<file path="src/hpf_pkg.sv">
// Constants for the host port flow and reset block
package hpf_pkg;
	localparam int          DATA_W       = 8;
	localparam int          FIFO_DEPTH   = 8;
	localparam int          CLK_MHZ      = 200;
	localparam int          BAUD_DIV     = 1736;
	localparam int          SPI_DIV      = 50;
	localparam logic        TXD_IDLE     = 1'b1;
	localparam logic        SS_IDLE_N    = 1'b1;
	localparam logic        LOCK_ON_N    = 1'b0;
	localparam logic [1:0]  SLP_LOW      = 2'h0;
	localparam logic [1:0]  SLP_HIGH     = 2'h1;
	localparam logic [1:0]  SLP_TRI      = 2'h2;
	localparam logic [1:0]  SLP_ACTIVE   = 2'h3;
	localparam int          SYNC_STAGES  = 3;
	typedef enum logic [1:0] {TX_IDLE, TX_START, TX_DATA, TX_STOP} hpf_tx_t;
	typedef enum logic [1:0] {RX_IDLE, RX_START, RX_DATA, RX_STOP} hpf_rx_t;
endpackage : hpf_pkg

</file>
<file path="src/hpf_fifo.sv">
// Parameterised valid/ready FIFO for the receive data path
`timescale 1ns/1ps
module hpf_fifo #(
	parameter int WIDTH = 8,
	parameter int DEPTH = 8
) (
	input  wire logic             clk,
	input  wire logic             rst,
	input  wire logic             ce,
	input  wire logic [WIDTH-1:0] in_data,
	input  wire logic             in_valid,
	output logic                  in_ready,
	output logic      [WIDTH-1:0] out_data,
	output logic                  out_valid,
	input  wire logic             out_ready
);
	localparam int AW = (DEPTH > 1) ? $clog2(DEPTH) : 1;
	logic [WIDTH-1:0] mem_reg [DEPTH];
	logic [AW-1:0]    wr_reg;
	logic [AW-1:0]    rd_reg;
	logic [AW:0]      cnt_reg;
	logic             push;
	logic             pop;

	initial
	begin
		if (DEPTH < 2 || WIDTH < 1)
			$error("hpf_fifo: bad depth or width");
	end

	assign in_ready  = (cnt_reg != (AW+1)'(DEPTH));
	assign out_valid = (cnt_reg != '0);
	assign out_data  = mem_reg[rd_reg];
	assign push      = ce && in_valid && in_ready;
	assign pop       = ce && out_valid && out_ready;

	function automatic logic [AW-1:0] bump(input logic [AW-1:0] p);
		bump = (p == AW'(DEPTH-1)) ? '0 : p + AW'(1);
	endfunction

	always_ff @(posedge clk)
	begin
		if (push)
			mem_reg[wr_reg] <= in_data;
	end

	always_ff @(posedge clk)
	begin
		if (rst)
		begin
			wr_reg  <= '0;
			rd_reg  <= '0;
			cnt_reg <= '0;
		end
		else
		begin
			if (push)
				wr_reg <= bump(wr_reg);
			if (pop)
				rd_reg <= bump(rd_reg);
			if (push && !pop)
				cnt_reg <= cnt_reg + (AW+1)'(1);
			else if (pop && !push)
				cnt_reg <= cnt_reg - (AW+1)'(1);
		end
	end
endmodule // hpf_fifo

</file>
<file path="src/hpf_host_port.sv">
// Host port: UART with flow control, SPI pin roles, sleep pin states
//
// Functional notes
// - Send permission high holds off new module bytes
// - Accept-ready low when module takes data
// - Transmit on serial out, receive serial in
// - Serial output sleep state is configurable
// - Accept-ready and lock share sleep state
// - Master drives SS, MOSI, SCLK; slave inputs
// - MISO input as master, output as slave
// - Active low hardware reset clears all but the input sync flops
// - Lock indicator low when locked/connected
`timescale 1ns/1ps
module hpf_host_port
	import hpf_pkg::*;
#(
	parameter int BAUD_CYC = hpf_pkg::BAUD_DIV,
	parameter int SPI_HALF = hpf_pkg::SPI_DIV
) (
	input  wire logic                       clk,
	input  wire logic                       rst,
	input  wire logic                       ce,
	input  wire logic                       reset_in_n,
	input  wire logic                       send_permit_n,
	output logic                            txd,
	output logic                            txd_oe,
	input  wire logic                       rxd,
	output logic                            accept_ready_n,
	output logic                            carrier_lock_indicator_n,
	input  wire logic                       spi_master,
	input  wire logic                       ss_n_in,
	output logic                            ss_n_out,
	output logic                            ss_n_oe,
	input  wire logic                       mosi_in,
	output logic                            mosi_out,
	output logic                            mosi_oe,
	input  wire logic                       miso_in,
	output logic                            miso_out,
	output logic                            miso_oe,
	input  wire logic                       sclk_in,
	output logic                            sclk_out,
	output logic                            sclk_oe,
	input  wire logic                       sleep,
	input  wire logic [1:0]                 txd_sleep_mode,
	input  wire logic [1:0]                 flow_sleep_mode,
	input  wire logic                       link_up,
	input  wire logic [hpf_pkg::DATA_W-1:0] tx_data,
	input  wire logic                       tx_valid,
	output logic                            tx_ready,
	output logic [hpf_pkg::DATA_W-1:0]      rx_data,
	output logic                            rx_valid,
	input  wire logic                       rx_ready
);
	import hpf_pkg::*;

	initial
	begin
		if (BAUD_CYC < 4 || SPI_HALF < 1)
			$error("hpf_host_port: divider too small");
	end

	// Pins from outside pass three flops; second and third must agree
	logic [2:0] s_rst, s_rts, s_rxd, s_ss, s_mosi, s_miso, s_sclk;
	logic       f_rts_reg, f_rxd_reg, f_ss_reg;
	logic       f_mosi_reg, f_miso_reg, f_sclk_reg;
	logic       srst;

	function automatic logic filt(input logic [2:0] s, input logic held);
		filt = (s[1] == s[2]) ? s[2] : held;
	endfunction

	// Reset pin passes the same sync chain; it clears all but the sync chains once flops two and three agree low
	always_ff @(posedge clk)
	begin
		if (rst)
		begin
			s_rst <= '0;
			s_rts <= '1;
			s_rxd <= '1;
			s_ss  <= '1;
			s_mosi <= '0;
			s_miso <= '0;
			s_sclk <= '0;
		end
		else if (ce)
		begin
			s_rst  <= {s_rst[1:0], reset_in_n};
			s_rts  <= {s_rts[1:0], send_permit_n};
			s_rxd  <= {s_rxd[1:0], rxd};
			s_ss   <= {s_ss[1:0], ss_n_in};
			s_mosi <= {s_mosi[1:0], mosi_in};
			s_miso <= {s_miso[1:0], miso_in};
			s_sclk <= {s_sclk[1:0], sclk_in};
		end
	end

	// Either the local reset or a low reset pin clears the port
	assign srst = rst || (s_rst[1] == s_rst[2] && !s_rst[2]);

	always_ff @(posedge clk)
	begin
		if (srst)
		begin
			f_rts_reg  <= 1'b1;
			f_rxd_reg  <= 1'b1;
			f_ss_reg   <= 1'b1;
			f_mosi_reg <= 1'b0;
			f_miso_reg <= 1'b0;
			f_sclk_reg <= 1'b0;
		end
		else if (ce)
		begin
			f_rts_reg  <= filt(s_rts, f_rts_reg);
			f_rxd_reg  <= filt(s_rxd, f_rxd_reg);
			f_ss_reg   <= filt(s_ss, f_ss_reg);
			f_mosi_reg <= filt(s_mosi, f_mosi_reg);
			f_miso_reg <= filt(s_miso, f_miso_reg);
			f_sclk_reg <= filt(s_sclk, f_sclk_reg);
		end
	end

	// Transmitter: a new byte starts only while the host permits
	localparam int BW = $clog2(BAUD_CYC + 1);
	hpf_tx_t             tx_st_reg;
	logic [BW-1:0]       tx_cnt_reg;
	logic [2:0]          tx_bit_reg;
	logic [DATA_W-1:0]   tx_sh_reg;
	logic                txd_line_reg;
	logic                tx_tick;

	assign tx_tick  = (tx_cnt_reg == BW'(BAUD_CYC - 1));
	assign tx_ready = (tx_st_reg == TX_IDLE) && !f_rts_reg && !srst;

	always_ff @(posedge clk)
	begin
		if (srst)
		begin
			tx_st_reg    <= TX_IDLE;
			tx_cnt_reg   <= '0;
			tx_bit_reg   <= '0;
			tx_sh_reg    <= '0;
			txd_line_reg <= TXD_IDLE;
		end
		else if (ce)
		begin
			tx_cnt_reg <= (tx_st_reg == TX_IDLE || tx_tick) ? '0
				: tx_cnt_reg + BW'(1);
			case (tx_st_reg)
				TX_IDLE:
				begin
					txd_line_reg <= TXD_IDLE;
					// A byte in flight finishes; only new ones wait
					if (tx_valid && !f_rts_reg)
					begin
						tx_sh_reg <= tx_data;
						tx_st_reg <= TX_START;
						txd_line_reg <= 1'b0;
					end
				end
				TX_START:
					if (tx_tick)
					begin
						tx_st_reg    <= TX_DATA;
						tx_bit_reg   <= '0;
						txd_line_reg <= tx_sh_reg[0];
					end
				TX_DATA:
					if (tx_tick)
					begin
						if (tx_bit_reg == 3'h7)
						begin
							tx_st_reg    <= TX_STOP;
							txd_line_reg <= TXD_IDLE;
						end
						else
						begin
							tx_bit_reg   <= tx_bit_reg + 3'h1;
							tx_sh_reg    <= tx_sh_reg >> 1;
							txd_line_reg <= tx_sh_reg[1];
						end
					end
				TX_STOP:
					if (tx_tick)
						tx_st_reg <= TX_IDLE;
				default:
					tx_st_reg <= TX_IDLE;
			endcase
		end
	end

	// Receiver: samples mid-bit, pushes bytes into the FIFO
	hpf_rx_t             rx_st_reg;
	logic [BW-1:0]       rx_cnt_reg;
	logic [2:0]          rx_bit_reg;
	logic [DATA_W-1:0]   rx_sh_reg;
	logic                rx_push_reg;
	logic                fifo_in_ready;

	always_ff @(posedge clk)
	begin
		if (srst)
		begin
			rx_st_reg   <= RX_IDLE;
			rx_cnt_reg  <= '0;
			rx_bit_reg  <= '0;
			rx_sh_reg   <= '0;
			rx_push_reg <= 1'b0;
		end
		else if (ce)
		begin
			rx_push_reg <= 1'b0;
			rx_cnt_reg  <= rx_cnt_reg + BW'(1);
			case (rx_st_reg)
				RX_IDLE:
					if (!f_rxd_reg)
					begin
						rx_st_reg  <= RX_START;
						rx_cnt_reg <= '0;
					end
				RX_START:
					if (rx_cnt_reg == BW'(BAUD_CYC / 2))
					begin
						rx_cnt_reg <= '0;
						rx_bit_reg <= '0;
						rx_st_reg  <= f_rxd_reg ? RX_IDLE : RX_DATA;
					end
				RX_DATA:
					if (rx_cnt_reg == BW'(BAUD_CYC - 1))
					begin
						rx_cnt_reg <= '0;
						rx_sh_reg  <= {f_rxd_reg, rx_sh_reg[DATA_W-1:1]};
						rx_bit_reg <= rx_bit_reg + 3'h1;
						if (rx_bit_reg == 3'h7)
							rx_st_reg <= RX_STOP;
					end
				RX_STOP:
					if (rx_cnt_reg == BW'(BAUD_CYC - 1))
					begin
						// Framing error drops the byte
						rx_push_reg <= f_rxd_reg;
						rx_st_reg   <= RX_IDLE;
					end
				default:
					rx_st_reg <= RX_IDLE;
			endcase
		end
	end

	// Byte lost if the FIFO is full when the receiver pushes it
	hpf_fifo #(
		.WIDTH (DATA_W),
		.DEPTH (FIFO_DEPTH)
	) u_fifo (
		.clk       (clk),
		.rst       (srst),
		.ce        (ce),
		.in_data   (rx_sh_reg),
		.in_valid  (rx_push_reg),
		.in_ready  (fifo_in_ready),
		.out_data  (rx_data),
		.out_valid (rx_valid),
		.out_ready (rx_ready)
	);

	// SPI role and master clock/select generation
	localparam int SW = $clog2(SPI_HALF + 1);
	logic [SW-1:0] spi_cnt_reg;
	logic          sclk_gen_reg;

	always_ff @(posedge clk)
	begin
		if (srst || !spi_master)
		begin
			spi_cnt_reg  <= '0;
			sclk_gen_reg <= 1'b0;
		end
		else if (ce)
		begin
			if (spi_cnt_reg == SW'(SPI_HALF - 1))
			begin
				spi_cnt_reg  <= '0;
				sclk_gen_reg <= !sclk_gen_reg;
			end
			else
				spi_cnt_reg <= spi_cnt_reg + SW'(1);
		end
	end

	// Pin outputs, all registered; sleep overrides txd by its own setting, flow and lock by a shared one
	logic flow_n;
	logic lock_n;
	assign flow_n = !fifo_in_ready;
	assign lock_n = link_up ? LOCK_ON_N : !LOCK_ON_N;

	function automatic logic slp_val(input logic [1:0] m, input logic act);
		case (m)
			SLP_LOW:  slp_val = 1'b0;
			SLP_HIGH: slp_val = 1'b1;
			default:  slp_val = act;
		endcase
	endfunction

	always_ff @(posedge clk)
	begin
		if (srst)
		begin
			txd                      <= 1'b0;
			txd_oe                   <= 1'b0;
			accept_ready_n           <= 1'b1;
			carrier_lock_indicator_n <= 1'b1;
			ss_n_out                 <= SS_IDLE_N;
			ss_n_oe                  <= 1'b0;
			mosi_out                 <= 1'b0;
			mosi_oe                  <= 1'b0;
			miso_out                 <= 1'b0;
			miso_oe                  <= 1'b0;
			sclk_out                 <= 1'b0;
			sclk_oe                  <= 1'b0;
		end
		else if (ce)
		begin
			// Released during reset so host can hold it low
			if (sleep)
			begin
				txd    <= slp_val(txd_sleep_mode, txd_line_reg);
				txd_oe <= (txd_sleep_mode != SLP_TRI);
			end
			else
			begin
				txd    <= txd_line_reg;
				txd_oe <= 1'b1;
			end
			accept_ready_n <= sleep
				? slp_val(flow_sleep_mode, flow_n) : flow_n;
			carrier_lock_indicator_n <= sleep
				? slp_val(flow_sleep_mode, lock_n) : lock_n;
			ss_n_oe  <= spi_master;
			mosi_oe  <= spi_master;
			sclk_oe  <= spi_master;
			miso_oe  <= !spi_master;
			ss_n_out <= spi_master ? 1'b0 : SS_IDLE_N;
			sclk_out <= sclk_gen_reg;
			mosi_out <= txd_line_reg;
			miso_out <= f_ss_reg ? 1'b0 : f_mosi_reg ^ f_sclk_reg;
		end
	end

	logic unused_in;
	assign unused_in = f_miso_reg;
endmodule // hpf_host_port

</file>
<file path="config.mk">
export PLATFORM = sky130hd
export DESIGN_NAME = hpf_host_port
export DESIGN_NICKNAME = d
export VERILOG_FILES = /design/src/hpf_pkg.sv /design/src/hpf_fifo.sv /design/src/hpf_host_port.sv
export SDC_FILE = /design/constraint.sdc
export NUM_CORES = 1
export LEC_CHECK = 0
export BUFFER_PORTS_ARGS = -buffer_cell sky130_fd_sc_hd__clkbuf_2
export CAP_MARGIN = 20
export CORE_MARGIN = 2
export CORE_UTILIZATION = 35
export DETAILED_ROUTE_END_ITERATION = 10
export GPL_TIMING_DRIVEN = 0
export SYNTH_ARGS = -nofsm -noshare
export SYNTH_HDL_FRONTEND = slang
export SYNTH_SLANG_ARGS = --single-unit
</file>
<file path="constraint.sdc">
create_clock -name clk -period 3.9 [get_ports clk]
set_clock_uncertainty 0.15 [all_clocks]
set_input_delay 0.585 -clock clk [delete_from_list [all_inputs] [get_ports clk]]
set_output_delay 0.585 -clock clk [all_outputs]
set_load 0.01 [all_outputs]
</file>
==> summary.md <==
| Metric | Value |
|---|---|
| Hold crit path type | in -> reg |
| FFs w/ async S/R, synth | 0% |
| Fillers | 1,900 |
| CP Launch Type | flip-flop |
| Fin nets | 733 |
| Leading area contributor after synthesis | dfxtp_1 |
| Syn_area_per_cell | 11.6 µm² |
| Cells after Synth | 614 |
| Worst hold slack | 0.215 ns |
| Pleak | 3.07 nW |
| Syn-to-layout area delta | 17.5% |
| Placed insts | 935 |
| Postcts setup bufs | 0 |
| Hold path cells | 2 |
| Status | finished, final reports clean |
| Post-synth EDFFs | 64 |
| Post-synth net total | 663 |
| CTS root buf | clkbuf_16 |
| Avg Vias per Cell | 5.16 |
| TNS Setup | 0 ns |
| Worst-margin pin slew | 0.942 ns |
| Placed Area | 0.00775 mm² |
| Max-slew violation count | 0 |
| Power density over the cells | 442 mW/mm² |
| Most used DFF post-synth | dfxtp_1 |
| # hold bufs at CTS | 0 |
| Nature of the critical path endpoint | output port |
| Die Area | 0.0215 mm² |
| #FFs+latches synth | 167 |
| Post-route ant nets | 0 |
| Final setup viols | 0 |
| CTS tree | done |
| FP Rows | 52 |
| First-pass GRT wire length | 25,400 µm |
| Via Count | 4,992 |
| Final period utilization | 86.5% |
| Ant. Diodes | 0 |
| Routed WL | 15,800 µm |
| Yosys top cell area share | 28.9% |
| Detailed Routing Iterations Pass 1 | 4 |
| Initial Utilization | 35.5% |
| Max reg flops | 64 |
| Design Area, Final | 0.00839 mm² |
| Min-delay src | ss_n_in |
| Total gr overflow | 0 |
| Mapped cell area | 0.00713 mm² |
| Vias in the first global route | 4,990 |
| RSZ-0062 raised after global routing | false |
| CTS max path bufs | 2 |
| Initial DRC Count | 250 |
| Yosys warning count | 0 |
| Most common cell after layout, fill and taps aside | dfxtp_1 |
| Kind of critical path | reg -> out |
| Core area | 0.0201 mm² |
| Critical path arrival | 2.64 ns |
| Clk sink count | 167 |
| Clock slew at reported path FFs | 0.07 ns |
| Highest net fanout along the worst path | 10 |
| Hold endpoint | s_ss[0] |
| Most frequent cells in the layout | dfxtp_1, edfxtp_1, nor2_1 |
| Clk Latency, worst-skew pair | 0.42 ns |
| Pre-CTS setup slack | 0.292 ns |
| Seq/Total Area, Yosys | 55.8% |
| RR Endpoint | u_fifo.cnt_reg[3] |
| Die Ht | 147 µm |
| Routability Congestion | 0.812 |
| Initial antenna violation count | 0 |
| Layout cells sized above 1 | 16.5% |
| Setup WS post-layout | 0.528 ns |
| Min Tclk post-route | 3.37 ns |
| Fmax | 297 MHz |
| WP data required | 3.16 ns |
| Distinct cells, synth | 51 |
| Maxcap violations | 0 |
| R2R Setup Slk | 0.62 ns |
| Non-filler cells, final | 967 |
| Worst rel slew slack | 37.0% |
| # H-tree levels | 4 |
| Gr usage total | 15.0% |
| I/O Buffers | 47 |
| Final hold vios | 0 |
| Reg2reg path depth | 10 |
| TritonCTS Buffers | 17 |
| Io pins | 49 |
| DP HPWL | 10,900 µm |
| Peak VDD IR | 0.000292 V |
| Die W | 147 µm |
| Top cells by area, synth | dfxtp_1, edfxtp_1, mux2i_1, mux4_2, ha_1 |
| DRC violations left | 0 |
| FF-to-FF Start | u_fifo.cnt_reg[0] |
| Post-CTS resize count | 0 |
| Largest net degree at the start of global routing | 17 |
| DR WL/cell | 16.3 µm |
cells by family after synthesis:
logic type	after synthesis	share of synthesized area, %
AOI/OAI and AO/OA	87	7.65
and+or+nand+nor	204	15.0
xor gates and xnor gates	29	3.56
buffers and inverters	43	2.38
muxes	62	11.6
DFF	167	55.8
adders and majority gates	22	3.96
layout make-up:
class	count	area (µm²)	share of cell area [%]
Sequential cell	167	3980	47.5
Buffer	31	125	1.49
Multi-Input combinational cell	404	2990	35.7
Inverter	12	45.0	0.537
Clock buffer	19	433	5.16
Tap cell	270	338	4.03
Timing Repair Buffer	51	265	3.16
Clock inverter	13	204	2.43
through the flow:
| step | util [%] | total power, W |
|---|---|---|
| after detailed placement | 38.5 | 0.00194 |
| after global routing | 41.7 | 0.00382 |
| after floorplan | - | 0.00190 |
| after global placement | 38.3 | 0.00194 |
| after CTS | 41.7 | 0.00374 |
| final | 41.7 | 0.00370 |
how the worst max path moves through the flow:
stage / start / endpoint
floorplan: u_fifo.cnt_reg[0] / u_fifo.cnt_reg[3]
global placement: ce / u_fifo.mem_reg[0][1]
detailed placement: ce / u_fifo.cnt_reg[3]
CTS: flip-flop / rx_data[5]
global route: flip-flop / rx_data[5]
finish: flip-flop / rx_data[2]
where the power goes:
part	total, W	switching [W]	internal, W
logic	0.0000850	0.0000501	0.0000349
clock network	0.00180	0.000672	0.00113
registers	0.00182	0.00000749	0.00181
cells in the mapped netlist, types with 16 or more instances:
library cell,n
dfxtp_1,103
ha_1,21
xnor2_1,16
o21ai_0,16
nand2_1,40
mux2i_1,38
nor3_1,20
edfxtp_1,64
clkbuf_1,22
nor2_1,59
a21oi_1,32
mux4_2,16
layer usage:
metal | wire length, µm | vias up | global-route usage, % | part of all wire (%)
met1 | 6950 | 2462 | 19.0 | 44
met2 | 7900 | 121 | 25.5 | 50
met5 | 0 | - | 0 | 0
li1 | - | 2388 | - | -
met4 | 242 | 0 | 5.24 | 1.5
met3 | 712 | 21 | 3.26 | 4.5
worst max-delay path: stages (launching register included):
cell and delay [ns]:
dfxtp_1 0.31, clkbuf_1 0.45, buf_2 0.46, mux4_2 0.55, mux2_2 0.30, clkbuf_2 0.13
No activity file was read; power rests on OpenSTA's default activity.
